**src/core/qhp_pkg.sv**
```systemverilog
`default_nettype none
package qhp_pkg;

  localparam int unsigned NUM_CH = 4;
  localparam int unsigned CH_W = 2;
  localparam int unsigned IDX_W = 3;
  localparam int unsigned DATA_W = 8;

  localparam logic [CH_W-1:0] CH_A = 2'h0;
  localparam logic [CH_W-1:0] CH_B = 2'h1;
  localparam logic [CH_W-1:0] CH_C = 2'h2;
  localparam logic [CH_W-1:0] CH_D = 2'h3;

  // Bit position of each channel select in the pin bundle
  localparam int unsigned SEL_A = 0;
  localparam int unsigned SEL_B = 1;
  localparam int unsigned SEL_C = 2;
  localparam int unsigned SEL_D = 3;

  localparam logic BUS_SPLIT = 1'b1;
  localparam logic POLICY_ALWAYS = 1'b1;
  localparam logic MCR_DRIVE_VAL = 1'b0;
  localparam logic PIN_LOW = 1'b0;
  localparam logic RWN_READ = 1'b1;

  localparam logic [DATA_W-1:0] DATA_RESET = 8'h00;
  localparam logic [NUM_CH-1:0] IRQ_RESET = 4'h0;
  localparam logic [NUM_CH-1:0] ALL_ON = 4'hF;

  typedef struct packed {
    logic bus_mode;
    logic policy;
    logic read_n;
    logic write_n;
    logic [NUM_CH-1:0] sel_n;
    logic [IDX_W-1:0] index;
    logic [DATA_W-1:0] data;
  } qhp_pins_t;

  // Idle pin levels, also the synchroniser reset value
  localparam qhp_pins_t PINS_IDLE = '{
    bus_mode: 1'b1,
    policy: 1'b0,
    read_n: 1'b1,
    write_n: 1'b1,
    sel_n: 4'hF,
    index: 3'h0,
    data: 8'h00
  };

  typedef struct packed {
    logic write;
    logic read;
    logic [CH_W-1:0] channel;
    logic [IDX_W-1:0] index;
    logic [DATA_W-1:0] data;
  } qhp_access_t;

  localparam qhp_access_t ACCESS_IDLE = '{
    write: 1'b0,
    read: 1'b0,
    channel: 2'h0,
    index: 3'h0,
    data: 8'h00
  };

  typedef struct packed {
    logic hit;
    logic [CH_W-1:0] channel;
  } qhp_chsel_t;

  typedef enum logic [1:0] {
    ST_IDLE,
    ST_READ,
    ST_WRITE
  } qhp_state_t;

  // Channel decode for both bus styles
  function automatic qhp_chsel_t decode_channel(input logic split,
                                                input logic [NUM_CH-1:0] sel_n);
    qhp_chsel_t r;
    r.hit = 1'b0;
    r.channel = CH_A;
    if (split == BUS_SPLIT) begin
      // Several selects low at once: lowest channel wins
      if (sel_n[SEL_A] == PIN_LOW) begin
        r.hit = 1'b1;
        r.channel = CH_A;
      end else if (sel_n[SEL_B] == PIN_LOW) begin
        r.hit = 1'b1;
        r.channel = CH_B;
      end else if (sel_n[SEL_C] == PIN_LOW) begin
        r.hit = 1'b1;
        r.channel = CH_C;
      end else if (sel_n[SEL_D] == PIN_LOW) begin
        r.hit = 1'b1;
        r.channel = CH_D;
      end
    end else begin
      r.hit = (sel_n[SEL_A] == PIN_LOW);
      r.channel = {sel_n[SEL_C], sel_n[SEL_B]};
    end
    return r;
  endfunction

endpackage
`default_nettype wire

```
**src/core/qhp_bus_port.sv**
```systemverilog
`timescale 1ns/1ps
`default_nettype none
module qhp_bus_port (
  input wire logic clk_sys_i,
  input wire logic rst_n_i,
  input wire logic bus_mode_strap_i,
  input wire logic irq_output_policy_strap_i,
  input wire logic read_strobe_n_i,
  input wire logic write_strobe_n_i,
  input wire logic channel_a_select_chip_enable_n_i,
  input wire logic channel_b_select_low_addr_n_i,
  input wire logic channel_c_select_high_addr_n_i,
  input wire logic channel_d_select_n_i,
  input wire logic [qhp_pkg::IDX_W-1:0] register_index_lines_i,
  input wire logic [qhp_pkg::DATA_W-1:0] host_data_lines_i,
  output logic [qhp_pkg::DATA_W-1:0] host_data_lines_o,
  output logic host_data_lines_oe_o,
  input wire logic [qhp_pkg::NUM_CH-1:0] modem_control_reg_bit3_i,
  input wire logic [qhp_pkg::NUM_CH-1:0] channel_irq_pending_i,
  input wire logic [qhp_pkg::DATA_W-1:0] read_data_i,
  output qhp_pkg::qhp_access_t access_o,
  output logic [qhp_pkg::NUM_CH-1:0] channel_irq_outputs_o,
  output logic [qhp_pkg::NUM_CH-1:0] channel_irq_outputs_oe_o
);
  import qhp_pkg::*;

  qhp_pins_t pins_raw;
  qhp_pins_t pins;
  qhp_chsel_t chsel;
  logic split_mode;
  logic read_now;
  logic write_now;

  qhp_state_t state;
  qhp_state_t next_state;
  qhp_access_t access;
  qhp_access_t next_access;
  logic [DATA_W-1:0] data_out;
  logic [DATA_W-1:0] next_data_out;
  logic [NUM_CH-1:0] irq_out;
  logic [NUM_CH-1:0] next_irq_out;
  logic [NUM_CH-1:0] irq_oe;
  logic [NUM_CH-1:0] next_irq_oe;

  // One strobe low with the other high; both low is refused
  function automatic logic strobe_only(input logic mine_n, input logic other_n);
    return (mine_n == PIN_LOW) && (other_n != PIN_LOW);
  endfunction

  // Modem bit 3 at zero enables that channel's driver
  function automatic logic [NUM_CH-1:0] drive_mask(input logic [NUM_CH-1:0] bit3);
    logic [NUM_CH-1:0] m;
    m = IRQ_RESET;
    for (int i = 0; i < NUM_CH; i++) begin
      m[i] = (bit3[i] == MCR_DRIVE_VAL);
    end
    return m;
  endfunction

  // Every pin, straps included, is asynchronous to clk_sys_i
  always_comb begin
    pins_raw.bus_mode = bus_mode_strap_i;
    pins_raw.policy = irq_output_policy_strap_i;
    pins_raw.read_n = read_strobe_n_i;
    pins_raw.write_n = write_strobe_n_i;
    pins_raw.sel_n[SEL_A] = channel_a_select_chip_enable_n_i;
    pins_raw.sel_n[SEL_B] = channel_b_select_low_addr_n_i;
    pins_raw.sel_n[SEL_C] = channel_c_select_high_addr_n_i;
    pins_raw.sel_n[SEL_D] = channel_d_select_n_i;
    pins_raw.index = register_index_lines_i;
    pins_raw.data = host_data_lines_i;
  end

  // Costs two cycles on every strobe, bought for metastability safety
  qhp_sync #(
    .WIDTH($bits(qhp_pins_t)),
    .RESET_VAL(PINS_IDLE)
  ) u_pin_sync (
    .clk_sys_i(clk_sys_i),
    .rst_n_i(rst_n_i),
    .async_i(pins_raw),
    .sync_o(pins)
  );

  // Strap read after the synchroniser like any other pin
  assign split_mode = (pins.bus_mode == BUS_SPLIT);

  // Strobe pair only matters in split mode; shared mode uses the
  // chip enable plus the write line as a read/not-write level.
  always_comb begin
    chsel = decode_channel(split_mode, pins.sel_n);
    read_now = 1'b0;
    write_now = 1'b0;
    if (split_mode) begin
      if (chsel.hit && strobe_only(pins.read_n, pins.write_n)) begin
        read_now = 1'b1;
      end
      if (chsel.hit && strobe_only(pins.write_n, pins.read_n)) begin
        write_now = 1'b1;
      end
    end else begin
      // Write line as a level: high reads, low writes
      if (chsel.hit) begin
        read_now = (pins.write_n == RWN_READ);
        write_now = (pins.write_n != RWN_READ);
      end
    end
  end

  // One access per strobe; the state holds until the strobe lifts
  always_comb begin
    next_state = state;
    next_access = access;
    next_access.read = 1'b0;
    next_access.write = 1'b0;
    next_data_out = data_out;
    // Channel, index and data stay put until the next access
    unique case (state)
      ST_IDLE: begin
        if (read_now) begin
          next_state = ST_READ;
          next_access.read = 1'b1;
          next_access.channel = chsel.channel;
          next_access.index = pins.index;
          next_access.data = DATA_RESET;
        end else if (write_now) begin
          next_state = ST_WRITE;
          next_access.write = 1'b1;
          next_access.channel = chsel.channel;
          next_access.index = pins.index;
          next_access.data = pins.data;
        end
      end
      ST_READ: begin
        // Core answers in the same cycle as the read pulse
        if (access.read) begin
          next_data_out = read_data_i;
        end
        if (!read_now) begin
          next_state = ST_IDLE;
        end
      end
      ST_WRITE: begin
        if (!write_now) begin
          next_state = ST_IDLE;
        end
      end
      // Unused fourth code falls back to idle
      default: begin
        next_state = ST_IDLE;
      end
    endcase
  end

  always_ff @(posedge clk_sys_i) begin
    if (!rst_n_i) begin
      state <= ST_IDLE;
      access <= ACCESS_IDLE;
      data_out <= DATA_RESET;
    end else begin
      state <= next_state;
      access <= next_access;
      data_out <= next_data_out;
    end
  end

  assign access_o = access;
  // Read byte holds until the next read; only the enable gates it
  assign host_data_lines_o = data_out;
  // Enable waits one cycle so stale data never reaches the bus
  assign host_data_lines_oe_o = (state == ST_READ) && !access.read && read_now;

  // Interrupt pins: per-channel active high in split mode, one combined
  // active-low request on the channel A pin in shared mode.
  always_comb begin
    next_irq_out = IRQ_RESET;
    next_irq_oe = IRQ_RESET;
    if (split_mode) begin
      next_irq_out = channel_irq_pending_i;
      if (pins.policy == POLICY_ALWAYS) begin
        next_irq_oe = ALL_ON;
      end else begin
        next_irq_oe = drive_mask(modem_control_reg_bit3_i);
      end
    end else begin
      // Policy strap is not read here; shared mode ignores it
      next_irq_out[SEL_A] = ~|channel_irq_pending_i;
      // One shared pin: driven while any channel enables its driver
      next_irq_oe[SEL_A] = |drive_mask(modem_control_reg_bit3_i);
    end
  end

  // Registered so the pins never show a half-settled pending set
  always_ff @(posedge clk_sys_i) begin
    if (!rst_n_i) begin
      irq_out <= IRQ_RESET;
      irq_oe <= IRQ_RESET;
    end else begin
      irq_out <= next_irq_out;
      irq_oe <= next_irq_oe;
    end
  end

  assign channel_irq_outputs_o = irq_out;
  assign channel_irq_outputs_oe_o = irq_oe;

endmodule
`default_nettype wire

```
**src/core/qhp_sync.sv**
```systemverilog
`timescale 1ns/1ps
`default_nettype none
module qhp_sync #(
  parameter int unsigned WIDTH = 1,
  parameter logic [WIDTH-1:0] RESET_VAL = '0
) (
  input wire logic clk_sys_i,
  input wire logic rst_n_i,
  input wire logic [WIDTH-1:0] async_i,
  output logic [WIDTH-1:0] sync_o
);

  logic [WIDTH-1:0] stage1;
  logic [WIDTH-1:0] stage2;
  logic [WIDTH-1:0] next_stage1;
  logic [WIDTH-1:0] next_stage2;

  // First stage feeds only the second stage
  always_comb begin
    next_stage1 = async_i;
    next_stage2 = stage1;
  end

  always_ff @(posedge clk_sys_i) begin
    if (!rst_n_i) begin
      stage1 <= RESET_VAL;
      stage2 <= RESET_VAL;
    end else begin
      stage1 <= next_stage1;
      stage2 <= next_stage2;
    end
  end

  assign sync_o = stage2;

endmodule
`default_nettype wire

```
**config.mk**
```make
export PLATFORM = sky130hd
export DESIGN_NAME = qhp_bus_port
export DESIGN_NICKNAME = d
export VERILOG_FILES = /design/src/core/qhp_pkg.sv /design/src/core/qhp_bus_port.sv /design/src/core/qhp_sync.sv
export SDC_FILE = /design/constraint.sdc
export NUM_CORES = 1
export LEC_CHECK = 0
export BUFFER_PORTS_ARGS = -buffer_cell sky130_fd_sc_hd__buf_2
export CAP_MARGIN = 20
export CORE_MARGIN = 2
export CORE_UTILIZATION = 45
export CTS_CLUSTER_DIAMETER = 120
export CTS_CLUSTER_SIZE = 16
export DETAILED_ROUTE_END_ITERATION = 8
export PLACE_DENSITY = 0.72
export REMOVE_ABC_BUFFERS = 1
export SLEW_MARGIN = 10
export SYNTH_ARGS = -nofsm -noshare
export SYNTH_HDL_FRONTEND = slang
export SYNTH_SLANG_ARGS = --single-unit
```
**constraint.sdc**
```tcl
create_clock -name clk_sys_i -period 3.03 [get_ports clk_sys_i]
set_input_delay 0.303 -clock clk_sys_i [delete_from_list [all_inputs] [get_ports clk_sys_i]]
set_output_delay 0.303 -clock clk_sys_i [all_outputs]
set_load 0.1 [all_outputs]
```
-- Word-level counts from Yosys, hierarchy flattened
Index checks and enable logic that the tools add are counted.
- bits in registers: 71
- latch bits: 0
- RAM bits: 0
- ROM bits: 0
- bits of input ports: 37
- output and inout bits: 32
- memories: 0
- $add $sub $neg: 0
- multipliers: 0
- divide/modulo/power cells: 0
- order comparisons: 0
- equal/unequal tests: 5
- shift-type cells: 0
- mux-type cells: 23
- bitwise operators: 9
- reduce and logical (&&, ||, !) cells: 18
- operator list (kind ; number):
    2-to-1 mux 13 bit ; 2
    2-to-1 mux 3 bit ; 5
    2-to-1 mux 1 bit ; 10
    NOT 1 bit ; 9
    2-to-1 mux 2 bit ; 4
    AND reduction 2 bit ; 4
    OR reduction 4 bit ; 2
    logical AND 1 bit ; 6
    one-hot mux 2 bit (3 select lines) ; 1
    2-to-1 mux 4 bit ; 1
    != test 2 bit (second input constant) ; 2
    != test 3 bit (second input constant) ; 1
    AND reduction 3 bit ; 1
    OR reduction 3 bit ; 1
    equality test 2 x 1 -> 1 bit (second input constant) ; 1
    equality test 2 bit (second input constant) ; 1
    logical NOT 1 bit ; 2
    logical NOT 2 bit ; 1
    nonzero test 2 bit ; 1

-- Longest topological paths before layout
- depth in word-level cells: 11
- depth in mapped cells: 5
- mapped depth without buffers: 4

-- Hierarchy
A second synthesis with hierarchy kept.
- cells, all modules: 197
- area total of the unflattened synthesis: 2248.4 µm²
- by module, submodules not included (module ; times used ; cells an instance ; area an instance (µm²)):
    qhp_bus_port ; 1 ; 117 ; 1214.9
    qhp_sync ; 1 ; 80 ; 1033.5

-- Worst setup path before layout
OpenSTA, ideal clock, no wires.
- path kind: register to output
- from: reg u_pin_sync.stage2[18] (netlist: u_pin_sync.sync_o[18])
- to: out host_data_lines_oe_o
- arrival time: 3.063 ns
- required time: 2.727 ns
- slack: -0.336 ns
- stages on the path, launching flop included: 4
- path buffers: 0
- path through: dfxtp_1 > o221ai_2 > a211o_1 > nor3b_1
- longest elaborated chain between the ends: 5
- elaborated cells between the ends (all ways): 6
- those cells by class: 4 x mux; 2 x reduce/logical
- ends and longest elaborated chain (element ; RTL line ; text):
    from (decl) ; qhp_sync.sv:14 ; logic [WIDTH-1:0] stage2;
    from (signal assigned) ; qhp_sync.sv:30 ; stage2 <= next_stage2;
    2-to-1 mux 3 bit ; qhp_pkg.sv:84 ; if (split == BUS_SPLIT) begin
    logical AND 1 bit ; qhp_bus_port.sv:95 ; if (chsel.hit && strobe_only(pins.read_n, pins.write_n)) begin
    2-to-1 mux 1 bit ; qhp_bus_port.sv:95 ;
    2-to-1 mux 1 bit (*) ; qhp_bus_port.sv:94 ; if (split_mode) begin
    logical AND 1 bit (*) ; qhp_bus_port.sv:171 ; assign host_data_lines_oe_o = (state == ST_READ) && !access.read && read_now;
    to (decl) ; qhp_bus_port.sv:17 ; output logic host_data_lines_oe_o,
Mark *: on every way between the ends. The rest lies on a longest branch, timed or not.

-- Worst setup path after layout
Ends and elaborated chain as after synthesis.

==> results by group <==
Place
  • Pre-CTS WS: 0.906 ns
  • Placed cells: 327
  • RePlAce Congestion: around 0.7
  • IO Port Bufs: 68
  • Dpl hpwl: 2520 µm

Floorplan
  • Die ar.: around 0.0056 mm²
  • Site row count: 25
  • Die W: between 70 and 80 µm
  • Die Ht: ~75 µm
  • Core ar.: approximately 0.0048 mm²
  • I/O pin count: 69
  • Initial core utilization: around 47%

Worst setup path
  • Element type at the critical path end: output port
  • Required @ worst endpoint: approximately 2.7 ns
  • R2r worst-path depth: 3
  • Worst R2R Start: u_pin_sync.sync_o[18]
  • Critical Path Max Stage Delay: between 0.6 and 0.7 ns
  • Kind of critical path: register to output port
  • Worst R2R Setup Slack: around 1.2 ns
  • Reg-to-Reg End: access_o[5]
  • Max Fanout on Critical Path: 16
  • Startpoint Class: register
  • Cell Chain, Critical Path: o221ai_2, a211o_1, nor3b_1, buf_2
  • Worst Path Arrival: 2.22 ns
  • CP startpoint: u_pin_sync.sync_o[18]
  • Worst Setup EP: host_data_lines_oe_o
  • CP max-delay cell: dfxtp_1

Status
  • Status: completed

Clocking
  • CTS tree: yes
  • H-tree Lvls: 3
  • Num CTS Buffers: 9
  • CTS clk-pin slew, worst paths: 0.07 ns
  • Post_cts resized: 0
  • Worst-Skew Late Latency: 0.33 ns
  • Clock Sinks: just over 70
  • CTS max path bufs: 2
  • CTS root buf: clkbuf_8
  • CTS Hold Bufs: 0
  • Setup Buffers After CTS: 0

Power
  • Pwr/cell area: 679 mW/mm²
  • Static leakage: approximately 1.4 nW
  • Worst VDD drop: between 0.0003 and 0.0004 V

Yosys
  • Synth area leaders: dfxtp_1 63%, and2_1 6.7%, mux2i_1 5.8%
  • Primary FF master, synth: dfxtp_1
  • Mapped cell area: ~0.0022 mm²
  • Syn_area_per_cell: ~11 µm²
  • Post-synth ARST share: 0%
  • Synth Instances: 200
  • Post-synthesis sequential area ratio: ~63%
  • Yosys reg bits: 71
  • Most frequent cells after synthesis: 71 x dfxtp_1, 24 x and2_1, 16 x nand2b_1
  • Post-synth cell types: 29
  • Cell taking the most area after synthesis: dfxtp_1
  • Ys Warns: 0
  • Post-synth EDFFs: 0
  • Most common cell in the netlist: dfxtp_1
  • Area share of the largest cell type after synthesis: 63.4%

STA
  • Crit path time final: 2.52 ns
  • Setup ws final: just over 0.5 ns
  • Max-slew violations: 0
  • Slew headroom: a little under three fifths
  • Fin. Hold Viols: 0
  • Final Setup Violations: 0
  • Clk_skew: just over 0.008 ns
  • Post-route setup TNS: 0 ns
  • Unrepaired setup endpoints after global routing: no
  • Post-route clock period utilization: 83.2%
  • Fmax: approximately 400 MHz
  • Worst slew pin tran: 0.641 ns

Route
  • 1st-iter DRT viols: between 80 and 90
  • DR WL/cell: 10.7 µm
  • Via count: approximately 1,600
  • Total wire length: 3680 µm
  • Drt drc: 0
  • Initial DRT Pass Iterations: 4
  • Post-DRT Antenna Nets: 0
  • Routed vias/inst: between 4 and 5

Finish
  • Sequential Area: roughly 0.0014 mm²
  • Final Net Count: 308
  • Final cell count without fillers: 343
  • Ant. Diodes: 0
  • # fillers: 442
  • Share of cells above drive strength 1: between 30% and 40%
  • Area grow syn2layout: 26.3%
  • Area of the multi-input gates: 742 µm²
  • Layout Utilization: about three fifths

GRT
  • Largest net degree at the start of global routing: between 40 and 50
  • Total GRT Usage: 14.4%
  • Initial antenna violation count: 0
  • Vias in the first global route: between 1,000 and 1,500
  • Grt total ovfl: 0
  • First-pass GRT wire length: 5900 µm

Worst hold path
  • Worst hold path class: input pin to register

Job
  • Max-cap viol count: 0
## critical path: cells and delay by family, from the launching register on
| kind | cells | cell delay [ns] |
|---|---|---|
| flip-flops | 1 | 0.65 |
| buffers and inverters | 1 | 0.47 |
| AND/OR/NAND/NOR | 1 | 0.21 |
| AO/OA/AOI/OAI | 2 | 0.56 |
## sequential cells by signal, summed over array words and instances (netlist names)
register / flops
u_pin_sync.sync_o: 19
host_data_lines_o: 8
channel_irq_outputs_oe_o: 4
channel_irq_outputs_o: 4
access_o: 15
state: 2
u_pin_sync.next_stage2: 19
## how the worst min path moves through the flow
stage                                     start                           to  slack [ns]  cells past startpoint
finish              modem_control_reg_bit3_i[0]  channel_irq_outputs_oe_o[0]        0.14                      2
global route        modem_control_reg_bit3_i[0]  channel_irq_outputs_oe_o[0]        0.14                      2
CTS                 modem_control_reg_bit3_i[0]  channel_irq_outputs_oe_o[0]        0.13                      2
detailed placement   u_pin_sync.next_stage2[12]        u_pin_sync.sync_o[12]        0.39                      1
global placement     u_pin_sync.next_stage2[16]        u_pin_sync.sync_o[16]        0.39                      1
floorplan                               rst_n_i   u_pin_sync.next_stage2[11]        0.38                      1
## cell type report
class                      instances  share of cell area, %
clock inverter                     6                   3.01
clock buffer                      10                   4.51
tap                               67                   2.96
timing repair buffer              69                   12.3
multi-input combinational        114                   26.2
inverter                           6                  0.796
sequential                        71                   50.2
## stage by stage
step           cell area, µm²  power, W  hold WS [ns]
2_1_floorplan            2190   0.00111         0.376
3_3_place_gp             2620   0.00116         0.392
3_5_place_dp             2620   0.00116         0.393
4_1_cts                  2830   0.00195         0.128
5_1_grt                  2830   0.00200         0.139
6_report                 2830   0.00192         0.143
## logic make-up after synthesis
| family | count (synthesis) | synth area share, % |
|---|---|---|
| flops | 71 | 63.4 |
| buf+inv | 15 | 3.46 |
| xor+xnor | 1 | 0.391 |
| mux | 13 | 5.81 |
| compound gates | 22 | 7.98 |
| simple gates | 78 | 18.9 |
## where the power goes
part	internal (W)	leakage, nW	switching [W]	total [W]
Clock	0.000460	0.102	0.000321	0.000781
Combinational	0.0000496	0.688	0.000113	0.000163
Sequential	0.000966	0.583	0.0000120	0.000978
Total	0.00148	1.37	0.000446	0.00192
## cells in the final DEF (no fill, tap or decap), types with 6 or more instances in the layout
master | netlist | layout
buf_2 | 2 | 68
dfxtp_1 | 71 | 71
inv_1 | 6 | 6
nand2_1 | 11 | 11
a21oi_1 | 7 | 7
nor2_1 | 14 | 14
nand2b_1 | 16 | 16
a32o_1 | 8 | 8
mux2i_1 | 13 | 13
and2_1 | 24 | 24
clkbuf_8 | 0 | 9
## per-layer routing
metal	vias to the layer above	global-route usage, %	share of wire, %
met5	-	0	0
met4	0	10.1	3.0
met3	11	4.07	5.2
met2	42	22.6	47
met1	692	17.0	45
li1	807	-	-
No activity file was read; power rests on OpenSTA's default activity.
